===== src/inc/mic_pkg.sv =====
// package: register map, field positions and widths for the per-core interrupt gating block
package mic_pkg;
   // core and channel counts
   localparam int NUM_CORES = 3;
   localparam int NUM_CHANNELS = 8;
   localparam int NUM_MISC = 4;
   localparam int CORE_IDX_W = 2;
   // bus widths
   localparam int ADDR_W = 8;
   localparam int DATA_W = 32;
   // per-core register block: base plus core stride
   localparam logic [7:0] CORE_STRIDE = 8'h20;
   localparam logic [7:0] CORE_BASE = 8'h00;
   // register offsets inside a core block
   localparam logic [4:0] OFS_RX_THRESHOLD_IRQ_ENABLE = 5'h00;
   localparam logic [4:0] OFS_TX_CHANNEL_IRQ_ENABLE = 5'h04;
   localparam logic [4:0] OFS_MISC_IRQ_ENABLE = 5'h08;
   localparam logic [4:0] OFS_RX_THRESHOLD_IRQ_STATUS = 5'h0C;
   // shared interrupt-summary registers, above the core blocks
   localparam logic [7:0] OFS_IRQ_STATUS = 8'h60;
   localparam logic [7:0] OFS_IRQ_MASK = 8'h64;
   // misc enable field positions
   localparam int MISC_USER_ACCESS_DONE_BIT = 0;
   localparam int MISC_LINK_CHANGE_BIT = 1;
   localparam int MISC_HOST_PENDING_BIT = 2;
   localparam int MISC_STATS_PENDING_BIT = 3;
   // reset values
   localparam logic [7:0] CHAN_EN_RESET = 8'h00;
   localparam logic [3:0] MISC_EN_RESET = 4'h0;
   // summary status layout: tx in bits 2-0, misc in 5-3, rx threshold in 8-6, one bit per core
   localparam int EVT_PER_CORE = 3;
   localparam int EVT_W = NUM_CORES * EVT_PER_CORE;
   localparam int EVT_TX = 0;
   localparam int EVT_MISC = 1;
   localparam int EVT_RXTH = 2;
   // axi response codes
   localparam logic [1:0] RESP_OKAY = 2'h0;
   localparam logic [1:0] RESP_SLVERR = 2'h2;
endpackage


===== src/logic/mic_core_gate.sv =====
// one core's enable registers and the gating of its three interrupt groups
`timescale 1ns/1ps
module mic_core_gate (
   input wire logic aclk,
   input wire logic aresetn,
   input wire logic wr_tx_en,
   input wire logic wr_misc_en,
   input wire logic wr_rxth_en,
   input wire logic [7:0] wr_data,
   input wire logic [7:0] tx_src,
   input wire logic [3:0] misc_src,
   input wire logic [7:0] rxth_src,
   output logic [7:0] tx_enable,
   output logic [3:0] misc_enable,
   output logic [7:0] rxth_enable,
   output logic [7:0] rxth_status,
   output logic tx_pulse,
   output logic misc_pulse,
   output logic rxth_pulse
);
   logic [7:0] next_rxth_status; // masked receive-threshold view

   // enable registers, reset to all blocked
   always_ff @(posedge aclk) begin
      if (!aresetn) begin
         tx_enable <= mic_pkg::CHAN_EN_RESET;
         misc_enable <= mic_pkg::MISC_EN_RESET;
         rxth_enable <= mic_pkg::CHAN_EN_RESET;
      end else begin
         // only the low bits are kept; upper bits are reserved
         if (wr_tx_en) begin
            tx_enable <= wr_data;
         end
         if (wr_misc_en) begin
            misc_enable <= wr_data[3:0];
         end
         if (wr_rxth_en) begin
            rxth_enable <= wr_data;
         end
      end
   end

   // channel condition masked by its enable
   always_comb begin
      next_rxth_status = rxth_src & rxth_enable;
   end

   // registered pulses so the top outputs come from flops
   always_ff @(posedge aclk) begin
      if (!aresetn) begin
         rxth_status <= 8'h00;
         tx_pulse <= 1'b0;
         misc_pulse <= 1'b0;
         rxth_pulse <= 1'b0;
      end else begin
         rxth_status <= next_rxth_status;
         // a cleared enable bit blocks its channel
         tx_pulse <= |(tx_src & tx_enable);
         // each misc source has its own gate bit
         misc_pulse <= (misc_src[mic_pkg::MISC_STATS_PENDING_BIT]
                        & misc_enable[mic_pkg::MISC_STATS_PENDING_BIT])
                     | (misc_src[mic_pkg::MISC_HOST_PENDING_BIT]
                        & misc_enable[mic_pkg::MISC_HOST_PENDING_BIT])
                     | (misc_src[mic_pkg::MISC_LINK_CHANGE_BIT]
                        & misc_enable[mic_pkg::MISC_LINK_CHANGE_BIT])
                     | (misc_src[mic_pkg::MISC_USER_ACCESS_DONE_BIT]
                        & misc_enable[mic_pkg::MISC_USER_ACCESS_DONE_BIT]);
         rxth_pulse <= |next_rxth_status;
      end
   end
endmodule


===== src/logic/mic_top.sv =====
// per-core interrupt gating block with an axi4-lite register slave
// Overview of operation
// - three cores each own separate enable/status registers
// - transmit enable bit n gates channel n
// - cleared transmit bit blocks; bits 31-8 read zero
// - misc bit 3 gates statistics pending
// - misc bit 2 gates host error pending
// - misc bit 1 gates management link change
// - misc bit 0 gates user access done
// - threshold status is source masked by enable
// - status bit one when pulse conditions met
// - threshold enable bit n gates receive channel n
//
// The AXI4-Lite interface to the registers and the placing of the registers were decided locally.
`timescale 1ns/1ps
module mic_top (
   input wire logic aclk,
   input wire logic aresetn,
   // axi4-lite write address
   input wire logic [7:0] s_axi_awaddr,
   input wire logic s_axi_awvalid,
   output logic s_axi_awready,
   // axi4-lite write data
   input wire logic [31:0] s_axi_wdata,
   input wire logic [3:0] s_axi_wstrb,
   input wire logic s_axi_wvalid,
   output logic s_axi_wready,
   // axi4-lite write response
   output logic [1:0] s_axi_bresp,
   output logic s_axi_bvalid,
   input wire logic s_axi_bready,
   // axi4-lite read address
   input wire logic [7:0] s_axi_araddr,
   input wire logic s_axi_arvalid,
   output logic s_axi_arready,
   // axi4-lite read data
   output logic [31:0] s_axi_rdata,
   output logic [1:0] s_axi_rresp,
   output logic s_axi_rvalid,
   input wire logic s_axi_rready,
   // interrupt sources, same clock domain
   input wire logic [7:0] tx_done_src,
   input wire logic [7:0] rx_threshold_src,
   input wire logic stats_pending,
   input wire logic host_error_pending,
   input wire logic link_change_irq,
   input wire logic user_access_done_irq,
   // per-core pulses
   output logic [2:0] core_tx_pulse,
   output logic [2:0] core_misc_pulse,
   output logic [2:0] core_rx_threshold_pulse,
   // summary interrupt
   output logic irq
);
   localparam int NC = mic_pkg::NUM_CORES;
   localparam int EW = mic_pkg::EVT_W;

   logic [3:0] misc_src; // misc sources in enable-bit order
   logic [7:0] aw_addr; // latched write address
   logic aw_held; // write address taken
   logic [31:0] w_data; // latched write data
   logic [3:0] w_strb; // latched strobes
   logic w_held; // write data taken
   logic wr_fire; // both halves present, commit now
   logic wr_hit; // write address decodes
   logic [NC-1:0] wr_tx_en; // per-core write strobes
   logic [NC-1:0] wr_misc_en;
   logic [NC-1:0] wr_rxth_en;
   logic [7:0] tx_en_q [NC]; // per-core register views
   logic [3:0] misc_en_q [NC];
   logic [7:0] rxth_en_q [NC];
   logic [7:0] rxth_stat_q [NC];
   logic [NC-1:0] tx_p; // per-core pulses from gates
   logic [NC-1:0] misc_p;
   logic [NC-1:0] rxth_p;
   logic [EW-1:0] evt; // rising events this cycle
   logic [EW-1:0] evt_prev; // last pulse levels
   logic [EW-1:0] irq_status; // sticky event bits
   logic [EW-1:0] irq_mask; // one lets the bit raise irq
   logic [31:0] next_rdata; // read mux result
   logic next_rhit; // read address decodes

   assign misc_src = {stats_pending, host_error_pending, link_change_irq, user_access_done_irq};

   // one gate per core
   for (genvar c = 0; c < NC; c++) begin : g_core
      mic_core_gate u_gate (
         .aclk(aclk),
         .aresetn(aresetn),
         .wr_tx_en(wr_tx_en[c]),
         .wr_misc_en(wr_misc_en[c]),
         .wr_rxth_en(wr_rxth_en[c]),
         .wr_data(w_data[7:0]),
         .tx_src(tx_done_src),
         .misc_src(misc_src),
         .rxth_src(rx_threshold_src),
         .tx_enable(tx_en_q[c]),
         .misc_enable(misc_en_q[c]),
         .rxth_enable(rxth_en_q[c]),
         .rxth_status(rxth_stat_q[c]),
         .tx_pulse(tx_p[c]),
         .misc_pulse(misc_p[c]),
         .rxth_pulse(rxth_p[c])
      );
   end

   // pulses straight from the gate flops
   assign core_tx_pulse = tx_p;
   assign core_misc_pulse = misc_p;
   assign core_rx_threshold_pulse = rxth_p;

   // write channel capture: address and data in either order
   always_ff @(posedge aclk) begin
      if (!aresetn) begin
         aw_held <= 1'b0;
         w_held <= 1'b0;
         aw_addr <= 8'h00;
         w_data <= 32'h0000_0000;
         w_strb <= 4'h0;
      end else begin
         if (s_axi_awvalid && s_axi_awready) begin
            aw_held <= 1'b1;
            aw_addr <= s_axi_awaddr;
         end else if (wr_fire) begin
            aw_held <= 1'b0;
         end
         if (s_axi_wvalid && s_axi_wready) begin
            w_held <= 1'b1;
            w_data <= s_axi_wdata;
            w_strb <= s_axi_wstrb;
         end else if (wr_fire) begin
            w_held <= 1'b0;
         end
      end
   end

   // ready only while that half is free and no response is pending
   always_ff @(posedge aclk) begin
      if (!aresetn) begin
         s_axi_awready <= 1'b0;
         s_axi_wready <= 1'b0;
      end else begin
         s_axi_awready <= !aw_held && !(s_axi_awvalid && s_axi_awready) && !s_axi_bvalid
                          && !wr_fire;
         s_axi_wready <= !w_held && !(s_axi_wvalid && s_axi_wready) && !s_axi_bvalid
                         && !wr_fire;
      end
   end

   assign wr_fire = aw_held && w_held && !s_axi_bvalid;

   // address decode for writes; only byte lane 0 carries enable bits
   always_comb begin
      wr_tx_en = '0;
      wr_misc_en = '0;
      wr_rxth_en = '0;
      wr_hit = 1'b0;
      for (int c = 0; c < NC; c++) begin
         if (aw_addr == mic_pkg::CORE_BASE + 8'(c) * mic_pkg::CORE_STRIDE
                        + 8'(mic_pkg::OFS_TX_CHANNEL_IRQ_ENABLE)) begin
            wr_hit = 1'b1;
            wr_tx_en[c] = wr_fire && w_strb[0];
         end
         if (aw_addr == mic_pkg::CORE_BASE + 8'(c) * mic_pkg::CORE_STRIDE
                        + 8'(mic_pkg::OFS_MISC_IRQ_ENABLE)) begin
            wr_hit = 1'b1;
            wr_misc_en[c] = wr_fire && w_strb[0];
         end
         if (aw_addr == mic_pkg::CORE_BASE + 8'(c) * mic_pkg::CORE_STRIDE
                        + 8'(mic_pkg::OFS_RX_THRESHOLD_IRQ_ENABLE)) begin
            wr_hit = 1'b1;
            wr_rxth_en[c] = wr_fire && w_strb[0];
         end
         // status register is read-only, writes ignored but answered okay
         if (aw_addr == mic_pkg::CORE_BASE + 8'(c) * mic_pkg::CORE_STRIDE
                        + 8'(mic_pkg::OFS_RX_THRESHOLD_IRQ_STATUS)) begin
            wr_hit = 1'b1;
         end
      end
      if (aw_addr == mic_pkg::OFS_IRQ_STATUS || aw_addr == mic_pkg::OFS_IRQ_MASK) begin
         wr_hit = 1'b1;
      end
   end

   // write response, slverr for unmapped addresses
   always_ff @(posedge aclk) begin
      if (!aresetn) begin
         s_axi_bvalid <= 1'b0;
         s_axi_bresp <= mic_pkg::RESP_OKAY;
      end else if (wr_fire) begin
         s_axi_bvalid <= 1'b1;
         s_axi_bresp <= wr_hit ? mic_pkg::RESP_OKAY : mic_pkg::RESP_SLVERR;
      end else if (s_axi_bready) begin
         s_axi_bvalid <= 1'b0;
      end
   end

   // events are rising edges of each core's group pulses
   assign evt = {rxth_p, misc_p, tx_p} & ~evt_prev;

   // sticky status, write one to clear; a new event beats the clear
   always_ff @(posedge aclk) begin
      if (!aresetn) begin
         evt_prev <= '0;
         irq_status <= '0;
         irq_mask <= '0;
      end else begin
         evt_prev <= {rxth_p, misc_p, tx_p};
         if (wr_fire && w_strb[0] && w_strb[1] && aw_addr == mic_pkg::OFS_IRQ_STATUS) begin
            irq_status <= (irq_status & ~w_data[EW-1:0]) | evt;
         end else begin
            irq_status <= irq_status | evt;
         end
         if (wr_fire && w_strb[0] && w_strb[1] && aw_addr == mic_pkg::OFS_IRQ_MASK) begin
            irq_mask <= w_data[EW-1:0];
         end
      end
   end

   // level interrupt from a flop
   always_ff @(posedge aclk) begin
      if (!aresetn) begin
         irq <= 1'b0;
      end else begin
         irq <= |(irq_status & irq_mask);
      end
   end

   // read mux; reserved bits read zero
   always_comb begin
      next_rdata = 32'h0000_0000;
      next_rhit = 1'b0;
      for (int c = 0; c < NC; c++) begin
         if (s_axi_araddr == mic_pkg::CORE_BASE + 8'(c) * mic_pkg::CORE_STRIDE
                             + 8'(mic_pkg::OFS_TX_CHANNEL_IRQ_ENABLE)) begin
            next_rhit = 1'b1;
            next_rdata = {24'h000000, tx_en_q[c]};
         end
         if (s_axi_araddr == mic_pkg::CORE_BASE + 8'(c) * mic_pkg::CORE_STRIDE
                             + 8'(mic_pkg::OFS_MISC_IRQ_ENABLE)) begin
            next_rhit = 1'b1;
            next_rdata = {28'h0000000, misc_en_q[c]};
         end
         if (s_axi_araddr == mic_pkg::CORE_BASE + 8'(c) * mic_pkg::CORE_STRIDE
                             + 8'(mic_pkg::OFS_RX_THRESHOLD_IRQ_ENABLE)) begin
            next_rhit = 1'b1;
            next_rdata = {24'h000000, rxth_en_q[c]};
         end
         if (s_axi_araddr == mic_pkg::CORE_BASE + 8'(c) * mic_pkg::CORE_STRIDE
                             + 8'(mic_pkg::OFS_RX_THRESHOLD_IRQ_STATUS)) begin
            next_rhit = 1'b1;
            next_rdata = {24'h000000, rxth_stat_q[c]};
         end
      end
      if (s_axi_araddr == mic_pkg::OFS_IRQ_STATUS) begin
         next_rhit = 1'b1;
         next_rdata = {23'h000000, irq_status};
      end
      if (s_axi_araddr == mic_pkg::OFS_IRQ_MASK) begin
         next_rhit = 1'b1;
         next_rdata = {23'h000000, irq_mask};
      end
   end

   // read channel: accept one address, answer next cycle, hold until taken
   always_ff @(posedge aclk) begin
      if (!aresetn) begin
         s_axi_arready <= 1'b0;
         s_axi_rvalid <= 1'b0;
         s_axi_rdata <= 32'h0000_0000;
         s_axi_rresp <= mic_pkg::RESP_OKAY;
      end else begin
         if (s_axi_arvalid && s_axi_arready) begin
            s_axi_arready <= 1'b0;
            s_axi_rvalid <= 1'b1;
            s_axi_rdata <= next_rdata;
            s_axi_rresp <= next_rhit ? mic_pkg::RESP_OKAY : mic_pkg::RESP_SLVERR;
         end else if (s_axi_rvalid) begin
            if (s_axi_rready) begin
               s_axi_rvalid <= 1'b0;
            end
         end else begin
            s_axi_arready <= 1'b1;
         end
      end
   end
endmodule


===== config.mk =====
export PLATFORM = sky130hd
export DESIGN_NAME = mic_top
export DESIGN_NICKNAME = d
export VERILOG_FILES = /design/src/inc/mic_pkg.sv /design/src/logic/mic_core_gate.sv /design/src/logic/mic_top.sv
export SDC_FILE = /design/constraint.sdc
export NUM_CORES = 1
export LEC_CHECK = 0
export ABC_CLOCK_PERIOD_IN_PS = 3540
export BUFFER_PORTS_ARGS = -buffer_cell sky130_fd_sc_hd__buf_4
export CAP_MARGIN = 20
export CORE_ASPECT_RATIO = 0.5
export CORE_MARGIN = 4
export CORE_UTILIZATION = 46
export DETAILED_ROUTE_END_ITERATION = 8
export PLACE_DENSITY = 0.69
export SYNTH_ARGS = -nofsm -noshare
export SYNTH_HDL_FRONTEND = slang
export SYNTH_SLANG_ARGS = --single-unit
export TNS_END_PERCENT = 5

===== constraint.sdc =====
create_clock -name aclk -period 3.54 [get_ports aclk]
set_input_delay 0.354 -clock aclk [delete_from_list [all_inputs] [get_ports aclk]]
set_output_delay 0.354 -clock aclk [all_outputs]
set_load 0.03 [all_outputs]

# == Yosys cells after proc, flatten, opt, wreduce, memory -nomap -nowiden ==
# Cells that the tools add are included.
# word_totals
ff_bits,183
output_inout_bits,51
# op_classes
n_eq_ne,26
mux,61
n_bitwise,35
n_reduce_logical,35
# op_table
operator,n
32-bit 2-to-1 mux,13
8-bit by 7-bit == test with 1-bit output (second input constant),12
8-bit by 6-bit == test with 1-bit output (second input constant),8
8-bit AND,6
8-bit OR reduction,6
1-bit 2-to-1 mux,44
8-bit by 4-bit == test with 1-bit output (second input constant),4
9-bit AND,3
9-bit NOT,2
9-bit OR,2
8-bit by 3-bit == test with 1-bit output (second input constant),2
8-bit logical NOT,2
1-bit logical AND,15
1-bit AND,12
9-bit 2-to-1 mux,1
1-bit OR,9
9-bit OR reduction,1
8-bit 2-to-1 mux,1
1-bit logical NOT,6
2-bit nonzero test,3
2-bit 2-to-1 mux,2
2-bit OR reduction,1
1-bit logical OR,1
1-bit NOT,1

# == Longest topological paths before layout ==
# logic_depth
ltp_word,16
mapped_depth,8
mapped_depth_nobuf,5

# == Cells and area by module ==
# Synthesis repeated with hierarchy kept, for this count alone.
# hier_totals
cells_unflattened,801
hier_area_um2,7081.8
# modules_own_cells
mod,n_inst,cells_per_inst,area_per_inst_um2,seq_area_each_um2
mic_top,1,507,3804.9,1301.2
mic_core_gate,3,98,1092.3,620.6

# == Least setup slack after synthesis ==
# Ideal clock, no wire load.
# synth_path
kind,reg-to-reg
startpoint,reg s_axi_bvalid
endpoint,reg irq_mask[0]
setup_ns,0.128
arrival_time_ns,1.892
required_time_ns,3.412
path_slack_ns,1.520
stages_incl_launch_ff,6
synth_period_minus_slack_ns,2.020
cell_sequence,dfxtp_1 > nand3b_1 > or4_1 > nor2_4 > mux2i_1 > nor2_1
# synth_via
elab_chain_cells,5
# synth_rtl
item,line,source
start: declaration,mic_top.sv:30,"output logic s_axi_bvalid,"
start signal: assignment,mic_top.sv:188,s_axi_bvalid <= 1'b0;
start signal: assignment,mic_top.sv:191,s_axi_bvalid <= 1'b1;
start signal: assignment,mic_top.sv:194,s_axi_bvalid <= 1'b0;
1-bit logical NOT,mic_top.sv:150,assign wr_fire = aw_held && w_held && !s_axi_bvalid;
1-bit logical AND,mic_top.sv:150,
1-bit logical AND (3 in a row),mic_top.sv:214,if (wr_fire && w_strb[0] && w_strb[1] && aw_addr == mic_pkg::OFS_IRQ_MASK) begin
end signal: assignment,mic_top.sv:215,irq_mask <= w_data[EW-1:0];
end: declaration,mic_top.sv:79,logic [EW-1:0] irq_mask;
# Every way passes these cells.
# A chain may end at the register's enable or synchronous reset.

# == Final worst setup path ==
# layout_path
startpoint,reg s_axi_bvalid
endpoint,reg g_core[0].u_gate.tx_enable[0]
# layout_via
elab_chain_cells,4
# layout_rtl
item,line,source
1-bit logical NOT,mic_top.sv:150,
1-bit logical AND,mic_top.sv:150,
1-bit logical AND,mic_top.sv:162,wr_tx_en[c] = wr_fire && w_strb[0];
1-bit 2-to-1 mux,mic_top.sv:159,if (aw_addr == mic_pkg::CORE_BASE + 8'(c) * mic_pkg::CORE_STRIDE
end signal: assignment,mic_core_gate.sv:26,tx_enable <= mic_pkg::CHAN_EN_RESET;
end signal: assignment,mic_core_gate.sv:32,tx_enable <= wr_data;
end: declaration,mic_core_gate.sv:13,"output logic [7:0] tx_enable,"
# Every way passes these cells.

==> results_dict.tcl <==
set metrics [dict create \
    place_area_um2 7830 \
    synth_top_family_by_area "simple AND/OR/NAND/NOR gates" \
    dp_slack_ns 1.11 \
    hold-path-cell-count 3 \
    intPower_uw 3120 \
    grt_antenna_before_repair 0 \
    synth_cell_types 69 \
    synth_top_area_share_pct 43.5 \
    required_ns 3.89 \
    outcome "completed" \
    yosysTopAreaCell "dfxtp_1" \
    htree_levels 4 \
    peakVddDrop_v 0.000327 \
    crit_path_start_kind "flop" \
    maxSlewHeadroom_pct 38.9 \
    avgSynthCellArea_um2 8.41 \
    core_area_um2 15500 \
    p_leak_uw 0.00312 \
    start_util_pct 47.0 \
    worstSetupEndpointType "flop" \
    power_density_nw_per_um2 486 \
    drive_above_1_share_pct 15.3 \
    pwr-share-seq_pct 44.5 \
    clock_latency_ns 0.43 \
    hold_buffers 0 \
    cp_top_family "simple AND/OR/NAND/NOR gates" \
    root_buffer "clkbuf_16" \
    die_area_um2 18000 \
    grt_pass1_vias 6043 \
    dr.pass1.iters 7 \
    final_util_pct 54.8 \
    finalHoldViolCount 0 \
    path_class "flop to flop" \
    swShare_pct 24.3 \
    skew_ns 0.00906 \
    grt_usage_pct 25.0 \
    io_pins 130 \
    synth_seq_area_share_pct 43.5 \
    core.rowCount 32 \
    ant_nets 0 \
    cts.reportedPaths.clkPinSlew_ns 0.06 \
    cts_tree "done" \
    viasPerCell 6.03 \
    syn2layout_area_growth_pct 16.5 \
    fill_cells 1444 \
    max_stage_delay_ns 0.85 \
    synth_area_um2 7270 \
    path_max_fanout 9 \
    cts_buffer_depth 2 \
    grt_max_degree 51 \
    fmax_mhz 417 \
    yosys-top-cells-area "dfxtp_1, nand2_1, a21oi_1" \
    cts-resized-gates 0 \
    combPwrFrac_pct 7.4 \
    slowest_stage "nor4_2" \
    place.gp.congestion 0.945 \
    rr_worst_depth 5 \
    hpwl_mm 16.3 \
    grt_pass1_wl_mm 34.9 \
    synth-xor-area-share_pct 0 \
    synth_adder_area_share_pct 0 \
    wl_per_cell_um 20.6 \
    arrival_ns 2.75 \
    finalCriticalPeriod_ns 2.40 \
    maxCapViolCount 0 \
    die_w_um 186 \
    post-route-period-util_pct 67.8 \
    cts_inserted_buffers 17 \
    antenna_cells 0 \
    ys.warnings.count 0 \
    io_buffers 79 \
    drt-initial-drc-count 1002 \
    worst-path-buf-inv 0 \
    fin_area_um2 8470 \
    worst_slew_pin_slew_ns 0.914 \
    synthMuxAreaShare_pct 4.29 \
    crit_chain "nand3b_1 > nor4_2 > and2_0 > nand2_1 > a21oi_1" \
    switching_power_uw 1000 \
    rsz0062_at_grt "no" \
    cts_setup_buffers 0 \
    pwr-share-clk_pct 48.0 \
    path_depth 5 \
    route.vias.total 6760 \
    fin_nets 984 \
    overflow 0 \
    async_reset_ff_share_pct 0 \
    setup_viol 0 \
    synth_edf_count 0 \
    cts_sinks 158 \
    drv_slew 0 \
    yosys.area_share.simple_pct 23.1 \
    die_y_um 96.9 \
    syn_inst 864 \
    remaining_drc_errors 0 \
    synthFlopType "dfxtp_1" \
    hp-class "primary input to flop" \
    setup_tns_ns 0 \
    synth_compound_gate_area_share_pct 21.5 \
    ys_seq_elements 158 \
    routed_wl_mm 23.1 \
    worst_slack_ns 1.14 \
]
-- worst min-delay path: stages --
cell	delay [ns]
buf_4	0.11
nand2_1	0.04
a21oi_1	0.05
-- path summary, 6_finish.rpt --
| check | end | from | slack (ns) |
|---|---|---|---|
| min reg2reg | w_strb[0] | w_strb[0] | 0.45 |
| max | g_core[0].u_gate.tx_enable[0] | s_axi_bvalid | 1.14 |
| max reg2reg | g_core[0].u_gate.tx_enable[0] | s_axi_bvalid | 1.14 |
| min | w_data[8] | s_axi_wdata[8] | 0.17 |
-- cell usage after synthesis (3+ instances only) --
cell type / count
dfxtp_1: 158
nand2_1: 133
a21oi_1: 96
clkbuf_1: 48
nand3_1: 48
nor2_1: 35
a22oi_1: 34
buf_4: 34
mux2i_1: 30
and3_1: 27
and2_1: 15
nor2b_1: 14
o21a_1: 12
o21ai_0: 12
inv_1: 11
o211ai_1: 10
a21boi_0: 9
a31oi_1: 8
buf_2: 7
nand2b_1: 7
nor3_1: 7
o32ai_1: 6
or3_1: 6
a211oi_1: 5
a41oi_1: 5
nor4_1: 5
o22ai_1: 5
a21o_1: 4
nor3b_1: 4
o2111ai_1: 4
o2bb2ai_1: 4
a221o_1: 3
a221oi_1: 3
a222oi_1: 3
buf_1: 3
nor4_2: 3
nor4b_1: 3
o31a_1: 3
-- registers in the layout (all words and copies together), names as in the netlist, 2 cells and up --
signal                     cells
g_core.u_gate.tx_enable       24
aw_addr                        8
g_core.u_gate.misc_pulse       3
irq_status                     9
w_strb                         2
g_core.u_gate.rxth_status     24
g_core.u_gate.tx_pulse         3
w_data                         9
g_core.u_gate.rxth_enable     24
s_axi_rdata                    9
irq_mask                       9
g_core.u_gate.misc_enable     12
g_core.u_gate.rxth_pulse       3
evt_prev                       9
-- routing by layer --
metal | share of wire, % | vias up | track usage, %
met4 | 2.4 | 0 | 8.34
met2 | 40 | 401 | 32.9
met1 | 46 | 3182 | 38.0
li1 | - | 3133 | -
met5 | 0 | - | 0
met3 | 12 | 44 | 7.93
-- stage by stage --
step | hold WS (ns) | std cells | power [uW]
floorplan | 0.432 | 888 | 2060
global placement | 0.446 | 1090 | 2170
detailed placement | 0.450 | 1090 | 2170
CTS | 0.163 | 1121 | 4130
global route | 0.183 | 1121 | 4230
finish | 0.171 | 1121 | 4120
-- placed cells by master (no fill, tap or decap), drive strengths merged, types with 6 or more instances in the layout --
cell and n:
nor2 37, nand2b 7, inv 13, or3 6, and2 17, a22oi 34, nand3 48, buf 92
o32ai 6, conb 25, nand2 134, o211ai 10, o21a 12, a21boi 9, clkbuf 19, nor4 8
and3 27, dfxtp 158, a21oi 96, nor3 7, o21ai 14, nor2b 14, mux2i 30, a31oi 8
-- cell type report --
| type | instances | area [um2] | area share, % |
|---|---|---|---|
| Sequential cell | 158 | 3160 | 37.4 |
| Multi-Input combinational cell | 625 | 3680 | 43.5 |
| Tap cell | 204 | 255 | 3.02 |
| Clock buffer | 19 | 453 | 5.35 |
| Timing Repair Buffer | 92 | 691 | 8.16 |
| Inverter | 11 | 41.3 | 0.488 |
| Clock inverter | 12 | 184 | 2.17 |
-- power groups by stage --
| stage | clock (uW) | combinational, uW | sequential, uW |
|---|---|---|---|
| 2_1_floorplan | 0 | 199 | 1860 |
| 3_3_place_gp | 0 | 297 | 1870 |
| 3_5_place_dp | 0 | 300 | 1870 |
| 4_1_cts | 1990 | 301 | 1830 |
| 5_1_grt | 2070 | 330 | 1830 |
| 6_report | 1980 | 306 | 1830 |
-- logic make-up after synthesis --
logic type | after synthesis
other | 1
multiplexers | 31
AO/OA/AOI/OAI | 239
AND/OR/NAND/NOR | 330
flip-flops | 158
buffers and inverters | 105
Note: power is estimated with default switching activity, not from simulation.
